$ cat config.mk
export PLATFORM = sky130hd
export DESIGN_NAME = sfl_status_flags
export DESIGN_NICKNAME = d
export VERILOG_FILES = /design/src/rtl/sfl_pkg.sv /design/src/rtl/sfl_flag_calc.sv /design/src/rtl/sfl_status_flags.sv
export SDC_FILE = /design/constraint.sdc
export NUM_CORES = 1
export LEC_CHECK = 0
export BUFFER_PORTS_ARGS = -buffer_cell sky130_fd_sc_hd__clkbuf_2
export CORE_AREA = 2 2 86 109
export DETAILED_ROUTE_END_ITERATION = 10
export DIE_AREA = 0 0 88 111
export GPL_TIMING_DRIVEN = 0
export PLACE_DENSITY = 0.86
export RECOVER_POWER = 100
export SLEW_MARGIN = 20
export SYNTH_ARGS = -nofsm -noshare
export SYNTH_HDL_FRONTEND = slang
export SYNTH_HIERARCHICAL = 1
export SYNTH_SLANG_ARGS = --single-unit
$ cat constraint.sdc
create_clock -name pclk -period 4.1 [get_ports pclk]
set_input_delay 0 -clock pclk [delete_from_list [all_inputs] [get_ports pclk]]
set_output_delay 0 -clock pclk [all_outputs]
set_load 0.05 [all_outputs]
$ cat src/rtl/sfl_pkg.sv
// Package for the status flag logic: offsets, field positions, types
package sfl_pkg;

   // Register indices; each word sits at four times its index
   localparam logic [11:0] STATUS_INDEX = 12'h0d0;
   localparam logic [11:0] POWER_INDEX  = 12'h087;

   // Register word byte addresses on the APB
   localparam logic [11:0] ADDR_STATUS = {STATUS_INDEX[9:0], 2'b00};
   localparam logic [11:0] ADDR_POWER  = {POWER_INDEX[9:0], 2'b00};
   localparam logic [11:0] ADDR_ACC    = 12'h008;

   // Status word field positions
   localparam int STAT_CARRY  = 7;
   localparam int STAT_AUX    = 6;
   localparam int STAT_USER0  = 5;
   localparam int STAT_BANK1  = 4;
   localparam int STAT_BANK0  = 3;
   localparam int STAT_OVF    = 2;
   localparam int STAT_USER1  = 1;
   localparam int STAT_PARITY = 0;

   // Power control field positions kept here
   localparam int POWER_GEN1 = 3;
   localparam int POWER_GEN0 = 2;

   // Reset values and power control write mask
   localparam logic [7:0] STATUS_RESET = 8'h00;
   localparam logic [7:0] POWER_RESET  = 8'h00;
   localparam logic [7:0] POWER_MASK   = 8'h0c;

   // Multiply overflow limit
   localparam logic [15:0] MUL_LIMIT = 16'h00ff;

   // Instruction classes seen by the flag logic
   typedef enum logic [4:0] {
      SFL_OP_NONE,
      SFL_OP_ADD,
      SFL_OP_ADDC,
      SFL_OP_SUBB,
      SFL_OP_MUL,
      SFL_OP_DIV,
      SFL_OP_DA,
      SFL_OP_RRC,
      SFL_OP_RLC,
      SFL_OP_SETB_C,
      SFL_OP_CLR_C,
      SFL_OP_CPL_C,
      SFL_OP_ANL_C,
      SFL_OP_ANL_NC,
      SFL_OP_ORL_C,
      SFL_OP_ORL_NC,
      SFL_OP_MOV_C,
      SFL_OP_CJNE
   } sfl_op_t;

   // One instruction from the decoder
   typedef struct packed {
      logic       valid;
      sfl_op_t    op;
      logic [7:0] opa;
      logic [7:0] opb;
      logic       bit_in;
      logic       da_carry;
   } sfl_req_t;

   // Flag results
   typedef struct packed {
      logic wr_carry;
      logic carry;
      logic wr_ovf;
      logic ovf;
      logic wr_aux;
      logic aux;
   } sfl_flags_t;

endpackage

$ cat src/rtl/sfl_flag_calc.sv
// Combinational flag computation for one instruction
`timescale 1ns/1ps
module sfl_flag_calc (
   // Instruction and current carry
   input  wire sfl_pkg::sfl_req_t   req,
   input  wire logic                carry_in,
   // Flag updates
   output      sfl_pkg::sfl_flags_t flags
);

   logic [8:0]  sum9;
   logic [7:0]  sum7;
   logic [4:0]  sum4;
   logic [15:0] prod;
   logic        cin;

   always_comb begin
      flags = '0;
      cin   = (req.op == sfl_pkg::SFL_OP_ADDC ||
               req.op == sfl_pkg::SFL_OP_SUBB) ? carry_in : 1'b0;
      sum9  = 9'h000;
      sum7  = 8'h00;
      sum4  = 5'h00;
      prod  = 16'(req.opa) * 16'(req.opb);
      if (req.op == sfl_pkg::SFL_OP_SUBB) begin
         // Borrow chain: a - b - cin, bit 8 is borrow out of bit 7
         sum9 = {1'b0, req.opa} - {1'b0, req.opb} - {8'h00, cin};
         sum7 = {1'b0, req.opa[6:0]} - {1'b0, req.opb[6:0]} - {7'h00, cin};
         sum4 = {1'b0, req.opa[3:0]} - {1'b0, req.opb[3:0]} - {4'h0, cin};
      end else begin
         sum9 = {1'b0, req.opa} + {1'b0, req.opb} + {8'h00, cin};
         sum7 = {1'b0, req.opa[6:0]} + {1'b0, req.opb[6:0]} + {7'h00, cin};
         sum4 = {1'b0, req.opa[3:0]} + {1'b0, req.opb[3:0]} + {4'h0, cin};
      end
      unique case (req.op)
         sfl_pkg::SFL_OP_ADD, sfl_pkg::SFL_OP_ADDC,
         sfl_pkg::SFL_OP_SUBB: begin
            flags.wr_carry = 1'b1;
            flags.carry    = sum9[8];
            flags.wr_ovf   = 1'b1;
            flags.ovf      = sum9[8] ^ sum7[7];
            flags.wr_aux   = 1'b1;
            flags.aux      = sum4[4];
         end
         sfl_pkg::SFL_OP_MUL: begin
            flags.wr_carry = 1'b1;
            flags.wr_ovf   = 1'b1;
            flags.ovf      = prod > sfl_pkg::MUL_LIMIT;
         end
         sfl_pkg::SFL_OP_DIV: begin
            flags.wr_carry = 1'b1;
            flags.wr_ovf   = 1'b1;
            flags.ovf      = (req.opb == 8'h00);
         end
         sfl_pkg::SFL_OP_DA: begin
            flags.wr_carry = 1'b1;
            flags.carry    = carry_in | req.da_carry;
         end
         sfl_pkg::SFL_OP_RRC: begin
            flags.wr_carry = 1'b1;
            flags.carry    = req.opa[0];
         end
         sfl_pkg::SFL_OP_RLC: begin
            flags.wr_carry = 1'b1;
            flags.carry    = req.opa[7];
         end
         sfl_pkg::SFL_OP_SETB_C: begin
            flags.wr_carry = 1'b1;
            flags.carry    = 1'b1;
         end
         sfl_pkg::SFL_OP_CLR_C: begin
            flags.wr_carry = 1'b1;
         end
         sfl_pkg::SFL_OP_CPL_C: begin
            flags.wr_carry = 1'b1;
            flags.carry    = ~carry_in;
         end
         sfl_pkg::SFL_OP_ANL_C: begin
            flags.wr_carry = 1'b1;
            flags.carry    = carry_in & req.bit_in;
         end
         sfl_pkg::SFL_OP_ANL_NC: begin
            flags.wr_carry = 1'b1;
            flags.carry    = carry_in & ~req.bit_in;
         end
         sfl_pkg::SFL_OP_ORL_C: begin
            flags.wr_carry = 1'b1;
            flags.carry    = carry_in | req.bit_in;
         end
         sfl_pkg::SFL_OP_ORL_NC: begin
            flags.wr_carry = 1'b1;
            flags.carry    = carry_in | ~req.bit_in;
         end
         sfl_pkg::SFL_OP_MOV_C: begin
            flags.wr_carry = 1'b1;
            flags.carry    = req.bit_in;
         end
         sfl_pkg::SFL_OP_CJNE: begin
            flags.wr_carry = 1'b1;
            flags.carry    = req.opa < req.opb;
         end
         sfl_pkg::SFL_OP_NONE: begin
            flags = '0;
         end
         default: begin
            flags = '0;
         end
      endcase
   end

endmodule

$ cat src/rtl/sfl_status_flags.sv
// Program status word flag logic with APB register access
`timescale 1ns/1ps
module sfl_status_flags (
   // Clock and reset
   input  wire logic              pclk,
   input  wire logic              presetn,
   input  wire logic              clk_en,
   // APB slave
   input  wire logic              psel,
   input  wire logic              penable,
   input  wire logic              pwrite,
   input  wire logic [11:0]       paddr,
   input  wire logic [31:0]       pwdata,
   input  wire logic [3:0]        pstrb,
   output      logic [31:0]       prdata,
   output      logic              pready,
   output      logic              pslverr,
   // Core datapath
   input  wire sfl_pkg::sfl_req_t req,
   input  wire logic [7:0]        acc,
   // Flag outputs
   output      logic [7:0]        program_status_word,
   output      logic [7:0]        power_control,
   output      logic              parity_flag
);

   logic [7:0]          status_q;
   logic [7:0]          power_q;
   logic [31:0]         prdata_q;
   logic                pslverr_q;
   logic                parity;
   sfl_pkg::sfl_flags_t flags;
   logic                access;
   logic                wr_status;
   logic                wr_power;
   logic                mapped;

   function automatic logic odd_ones(input logic [7:0] v);
      return ^v;
   endfunction

   sfl_flag_calc u_calc (
      .req   (req),
      .carry_in (status_q[sfl_pkg::STAT_CARRY]),
      .flags    (flags)
   );

   assign parity  = odd_ones(acc);
   assign access  = psel & penable;
   assign mapped  = (paddr == sfl_pkg::ADDR_STATUS) ||
                    (paddr == sfl_pkg::ADDR_POWER) ||
                    (paddr == sfl_pkg::ADDR_ACC);
   assign wr_status = access & pwrite & pstrb[0] &
                      (paddr == sfl_pkg::ADDR_STATUS);
   assign wr_power  = access & pwrite & pstrb[0] &
                      (paddr == sfl_pkg::ADDR_POWER);

   // Zero wait states
   assign pready  = 1'b1;
   assign prdata  = prdata_q;
   assign pslverr = pslverr_q;

   // Core update outranks a same-cycle software write to the same flag
   always_ff @(posedge pclk or negedge presetn) begin
      if (!presetn) begin
         status_q <= sfl_pkg::STATUS_RESET;
      end else if (clk_en) begin
         if (wr_status) begin
            status_q[7:1] <= pwdata[7:1];
         end
         if (req.valid) begin
            if (flags.wr_carry) begin
               status_q[sfl_pkg::STAT_CARRY] <= flags.carry;
            end
            if (flags.wr_ovf) begin
               status_q[sfl_pkg::STAT_OVF] <= flags.ovf;
            end
            if (flags.wr_aux) begin
               status_q[sfl_pkg::STAT_AUX] <= flags.aux;
            end
         end
         status_q[sfl_pkg::STAT_PARITY] <= parity;
      end
   end

   always_ff @(posedge pclk or negedge presetn) begin
      if (!presetn) begin
         power_q <= sfl_pkg::POWER_RESET;
      end else if (clk_en && wr_power) begin
         power_q <= pwdata[7:0] & sfl_pkg::POWER_MASK;
      end
   end

   always_ff @(posedge pclk or negedge presetn) begin
      if (!presetn) begin
         prdata_q  <= 32'h0000_0000;
         pslverr_q <= 1'b0;
      end else if (clk_en) begin
         pslverr_q <= psel & ~penable & ~mapped;
         prdata_q  <= 32'h0000_0000;
         if (psel && !penable && !pwrite) begin
            unique case (paddr)
               sfl_pkg::ADDR_STATUS: begin
                  prdata_q <= {24'h000000, status_q[7:1], parity};
               end
               sfl_pkg::ADDR_POWER: begin
                  prdata_q <= {24'h000000, power_q};
               end
               sfl_pkg::ADDR_ACC: begin
                  prdata_q <= {24'h000000, acc};
               end
               default: begin
                  prdata_q <= 32'h0000_0000;
               end
            endcase
         end
      end
   end

   assign program_status_word = {status_q[7:1], parity};
   assign power_control       = power_q;
   assign parity_flag         = parity;

endmodule

# After elaboration in Yosys (flattened, before gate mapping)
# Index checks and enable logic that the tools add are counted.
[classes]
add_sub_neg = 12
mul = 1
order_cmp = 2
eq_ne = 20
muxes = 16
bitwise = 17
n_reduce_logical = 13
[op_table]
columns = ["cell", "count"]
rows = [
  ["$eq 5x4->1 const B", 8],
  ["$mux 32", 1],
  ["$eq 12x10->1 const B", 2],
  ["$pmux 8 s3", 1],
  ["$eq 5x3->1 const B", 4],
  ["$reduce_or 17->1", 1],
  ["$gt 16x8->1 const B", 1],
  ["$mul 8x8->16", 1],
  ["$eq 12x4->1 const B", 1],
  ["$pmux 1 s12", 1],
  ["$eq 5x2->1 const B", 2],
  ["$eq 5x5->1 const B", 2],
  ["$add 8x8->9", 1],
  ["$add 9x1->9", 1],
  ["$and 1x1->1", 9],
  ["$mux 9", 1],
  ["$sub 8x8->9", 1],
  ["$sub 9x1->9", 1],
  ["$add 7x7->8", 1],
  ["$add 8x1->8", 1],
  ["$logic_not 8->1", 1],
  ["$lt 8x8->1", 1],
  ["$mux 8", 1],
  ["$reduce_xor 8->1", 1],
  ["20 further kinds", 36],
]
[word_totals]
regBits = 43
output_inout_bits = 51
elab_cells = 86

# Depth between registers and ports, before layout
[depth]
ltp_word = 9
depth_mapped = 21
depth_no_buf = 20

# Hierarchy
# The synthesis kept the hierarchy.
[modules_own_cells]
columns = ["module", "instances", "cells_each", "area_per_inst_um2"]
rows = [
  ["sfl_flag_calc", 1, 378, 2962.8],
  ["sfl_status_flags", 1, 139, 1321.3],
]

# Least setup slack after synthesis
# No wires, ideal clock.
[synth_timing]
path_kind = "input-to-reg"
startpoint = "input req[10] in the netlist's numbering"
endpoint = "register status_q[2]"
setup_ns = 0.137
arrival_time_ns = 4.090
required_time_ns = 3.963
path_slack_ns = -0.128
stages = 18
path_buffers = 0
cell_sequence = "nand2_1 > fa_1 > fa_1 > inv_1 > fa_1 > inv_1 > fa_1 > inv_1 > ha_1 > nand2_1 > o311a_4 > o31ai_4 > nor4_1 > a41o_1 > o41ai_2 > o21ai_1 > o22ai_1 > a2bb2oi_1"
[synth_lines]
columns = ["element", "line_no", "text"]
rows = [
  ["start: declaration", "sfl_status_flags.sv:19", "input wire sfl_pkg::sfl_req_t req,"],
  ["end signal: assignment", "sfl_status_flags.sv:66", "status_q <= sfl_pkg::STATUS_RESET;"],
  ["end signal: assignment", "sfl_status_flags.sv:69", "status_q[7:1] <= pwdata[7:1];"],
  ["end signal: indexed assignment", "sfl_status_flags.sv:73", "status_q[sfl_pkg::STAT_CARRY] <= flags.carry;"],
  ["end: declaration", "sfl_status_flags.sv:27", "logic [7:0] status_q;"],
]

==> flow_summary_export.csv <==
group,metric,value,unit
synthesis,ys.flop_type,"dfrtp_1",
clock_tree,cts-htree-levels,1,
synthesis,synth_cells,517,
synthesis,synth.largest_area_cell,"ha_1",
critical_path,cpPeakStageDelay,0.52,ns
synthesis,ys_seq_area_frac,0.105,
synthesis,synth_enable_flop_cells,0,
floorplanning,placementRows,39,
worst_hold_path,hold_end,"status_q[3]$_DFFE_PN0P_",
floorplanning,fp.coreArea,0.00883,sq mm
critical_path,cp-end-kind,"register",
detailed_routing,postRouteAntennaNets,0,
worst_hold_path,holdPathStages,2,
critical_path,reg2reg_setup_slack,1.03,ns
place,post-place-ws,-0.819,ns
power_and_ir_drop,peakVddDrop,255,uV
timing,worstMarginPinSlew,0.966,ns
place,place.detailed.hpwl,9150,um
power_and_ir_drop,powerDensity,343,mW/mm^2
floorplanning,die_y,111,um
clock_tree,insertion_delay,0.25,ns
critical_path,timing.rr.start,"status_q[7]$_DFFE_PN0P_",
clock_tree,cts-buffers-inserted,3,
power_and_ir_drop,p_comb_frac,0.789,
floorplanning,dieWidth,88,um
timing,fmax,0.234,GHz
clock_tree,tritoncts,"built",
detailed_routing,wl_per_cell,14.7,um
power_and_ir_drop,leakage,0.00266,uW
worst_hold_path,min_from,"pwdata[3]",
critical_path,crit_path_frequent_cell,"fa_1",
global_route,grtUsageTotal,0.231,
detailed_routing,dr.pass1.iters,5,
detailed_routing,remaining_drc_errors,0,
floorplanning,ioPinCount,137,
critical_path,crit_chain,"clkbuf_2, clkinvlp_4, buf_4, nor2_1, fa_1, fa_1, fa_1, ha_1, ha_2, xor2_1, o22ai_1, o311ai_1, nor3_2, o2111ai_2, o41ai_2, o21ai_1, o22ai_1, a2bb2oi_1",
flow_run,max_cap_viol_count,0,
critical_path,arrival,4.39,ns
critical_path,critPathMaxFanout,8,
finish,nets,824,
critical_path,start_kind,"input port",
synthesis,synth_most_common_cell,"inv_1",
outcome,status,"complete, but fails checks",
finish,drive_above_1_share,0.247,
clock_tree,ctsLongestPathBuffers,2,
global_route,grt_pass1_wl,18500,um
synthesis,synth_top_area_share,0.184,
timing,fin_crit_sh,1.04,
critical_path,worst-r2r-cell-count,12,
clock_tree,cts_root_buf,"clkbuf_16",
global_route,grt_max_degree,19,
detailed_routing,wl,11200,um
power_and_ir_drop,swShare,0.506,
place,dpl.cell_count,743,
global_route,globalRouteOverflowTotal,0,
synthesis,synth.top_cells.by_area,"ha_1 (18%), fa_1 (18%), dfrtp_1 (11%), inv_1 (8.1%), buf_4 (5.6%)",
power_and_ir_drop,p_int,906,uW
finish,stdcell_count,758,
worst_hold_path,hold_class,"in -> reg",
timing,setup_ws,-0.181,ns
power_and_ir_drop,power_frac_seq,0.107,
outcome,violations,"hold timing, setup timing",
detailed_routing,vias_per_cell,5.32,
clock_tree,cts_sinks,18,
global_route,antenna_found_initial,0,
synthesis,synth_area_per_cell,8.29,sq um
critical_path,critPathKind,"in -> reg",
synthesis,synth_cell_type_count,69,
timing,rsz0062_at_grt,"yes",
power_and_ir_drop,power.clock.fraction,0.104,
power_and_ir_drop,p_total,1830,uW
synthesis,netlist_area,0.00428,sq mm
critical_path,worst_path_max_delay_cell,"fa_1",
finish,antenna_cells,0,
floorplanning,start_util,0.485,
timing,drv_slew,0,
synthesis,synth-async-reset-ratio,1.00,
detailed_routing,dr.first_iter.drc_count,234,
detailed_routing,vias,4030,
timing,skew,0.000856,ns
clock_tree,clk_pin_slew,0.05,ns
timing,relSlewSlack,0.356,
timing,worst_hold_slack,-0.00515,ns
synthesis,synth_warnings,6,
timing,hold_viol,1,
critical_path,required,4.21,ns
synthesis,synth_commonest_cells,"inv_1 (92), ha_1 (63), nor2_1 (52)",
place,place_congestion,0.967,
finish,syn_to_final_growth,24.8,%
timing,period_needed,4.28,ns
critical_path,r2r_end,"status_q[2]$_DFFE_PN0P_",
floorplanning,die-area,0.00977,sq mm
timing,setup_viol,1,
synthesis,synth-seq-cells,18,
power_and_ir_drop,p_switching,926,uW
place,port_buffers,74,
global_route,grt_pass1_vias,4221,
-- cell usage in the layout, fill, tap and decap left out, drive strengths merged, types with 4 or more instances in the layout --
cell type / instances
inv: 90
clkbuf: 82
ha: 63
nor2: 52
buf: 42
fa: 38
conb: 31
nand2: 30
a21oi: 19
dfrtp: 18
o22ai: 15
nor3: 13
xnor2: 12
nand2b: 10
nand3: 9
a22oi: 9
o21ai: 9
and2: 7
mux2: 7
a2bb2oi: 5
dlygate4sd3: 4
clkinvlp: 4
o31ai: 4
nor4: 4
-- stage by stage --
| step | hold slack (ns) | util | setup TNS, ns | instance area (sq um) |
|---|---|---|---|---|
| final | -0.00515 | 0.605 | -0.181 | 5350 |
| after global routing | 0.0119 | 0.605 | -0.378 | 5350 |
| after CTS | 0.00226 | 0.610 | -0.119 | 5390 |
| after detailed placement | -0.0395 | 0.566 | -0.819 | 5000 |
| after global placement | -0.0462 | 0.566 | -0.777 | 5000 |
| after floorplan | -0.296 | - | 0 | 4470 |
-- final cells by class --
| class | instances | area (sq um) |
|---|---|---|
| Fill cell | 732 | 3490 |
| Multi-Input combinational cell | 393 | 3450 |
| Timing Repair Buffer | 87 | 572 |
| Sequential cell | 18 | 450 |
| Inverter | 96 | 380 |
| Buffer | 38 | 263 |
| Tap cell | 123 | 154 |
| Clock buffer | 3 | 75.1 |
-- cells by family after synthesis --
| family | share of synthesized area |
|---|---|
| AOI/OAI and AO/OA | 0.161 |
| xor gates and xnor gates | 0.0307 |
| adders and majority gates | 0.362 |
| buffers and inverters | 0.148 |
| DFF | 0.105 |
| muxes | 0.0242 |
| other | 0.00175 |
| and+or+nand+nor | 0.168 |
-- per-layer routing --
metal	wire, um	vias to the layer above	part of all wire	GRT usage
met5	0	-	0	0
met4	306	0	0.027	0.0821
met3	593	32	0.053	0.0216
met2	6030	191	0.54	0.436
met1	4230	1900	0.38	0.261
li1	-	1907	-	-
-- registers in the layout (all words and copies together), names as in the netlist --
name,cells
status_q,7
prdata,8
power_control,2
pslverr,1
-- power by group through the flow --
| stage | Combinational, uW | Sequential [uW] | Clock (uW) |
|---|---|---|---|
| after floorplan | 993 | 224 | 0 |
| after global placement | 1240 | 200 | 0 |
| after detailed placement | 1290 | 200 | 0 |
| after CTS | 1410 | 197 | 190 |
| after global routing | 1580 | 198 | 198 |
| final | 1450 | 197 | 190 |
-- critical path: cells and delay by family --
| kind | cells | cell delay [ns] |
|---|---|---|
| fa+ha+maj | 5 | 2.14 |
| compound gates | 7 | 1.22 |
| buf+inv | 3 | 0.52 |
| simple gates | 2 | 0.32 |
| xor+xnor | 1 | 0.18 |
-- what timing repair did --
action	in CTS	in global routing
pin swaps	30	0
gates resized for setup	59	0
hold buffers	4	0
hold endpoints to repair	21	0
setup endpoints to repair	1	1
setup buffers	9	0
-- how the worst max path moves through the flow --
stage                 start                       to  slack, ns
CTS                 req[13]  status_q[2]$_DFFE_PN0P_      -0.12
detailed placement   req[8]  status_q[2]$_DFFE_PN0P_      -0.82
global route        req[13]  status_q[2]$_DFFE_PN0P_      -0.38
floorplan           req[11]  status_q[2]$_DFFE_PN0P_      0.004
finish              req[13]  status_q[2]$_DFFE_PN0P_      -0.18
global placement     req[8]  status_q[2]$_DFFE_PN0P_      -0.78
Power figures use the tool's default switching activity.
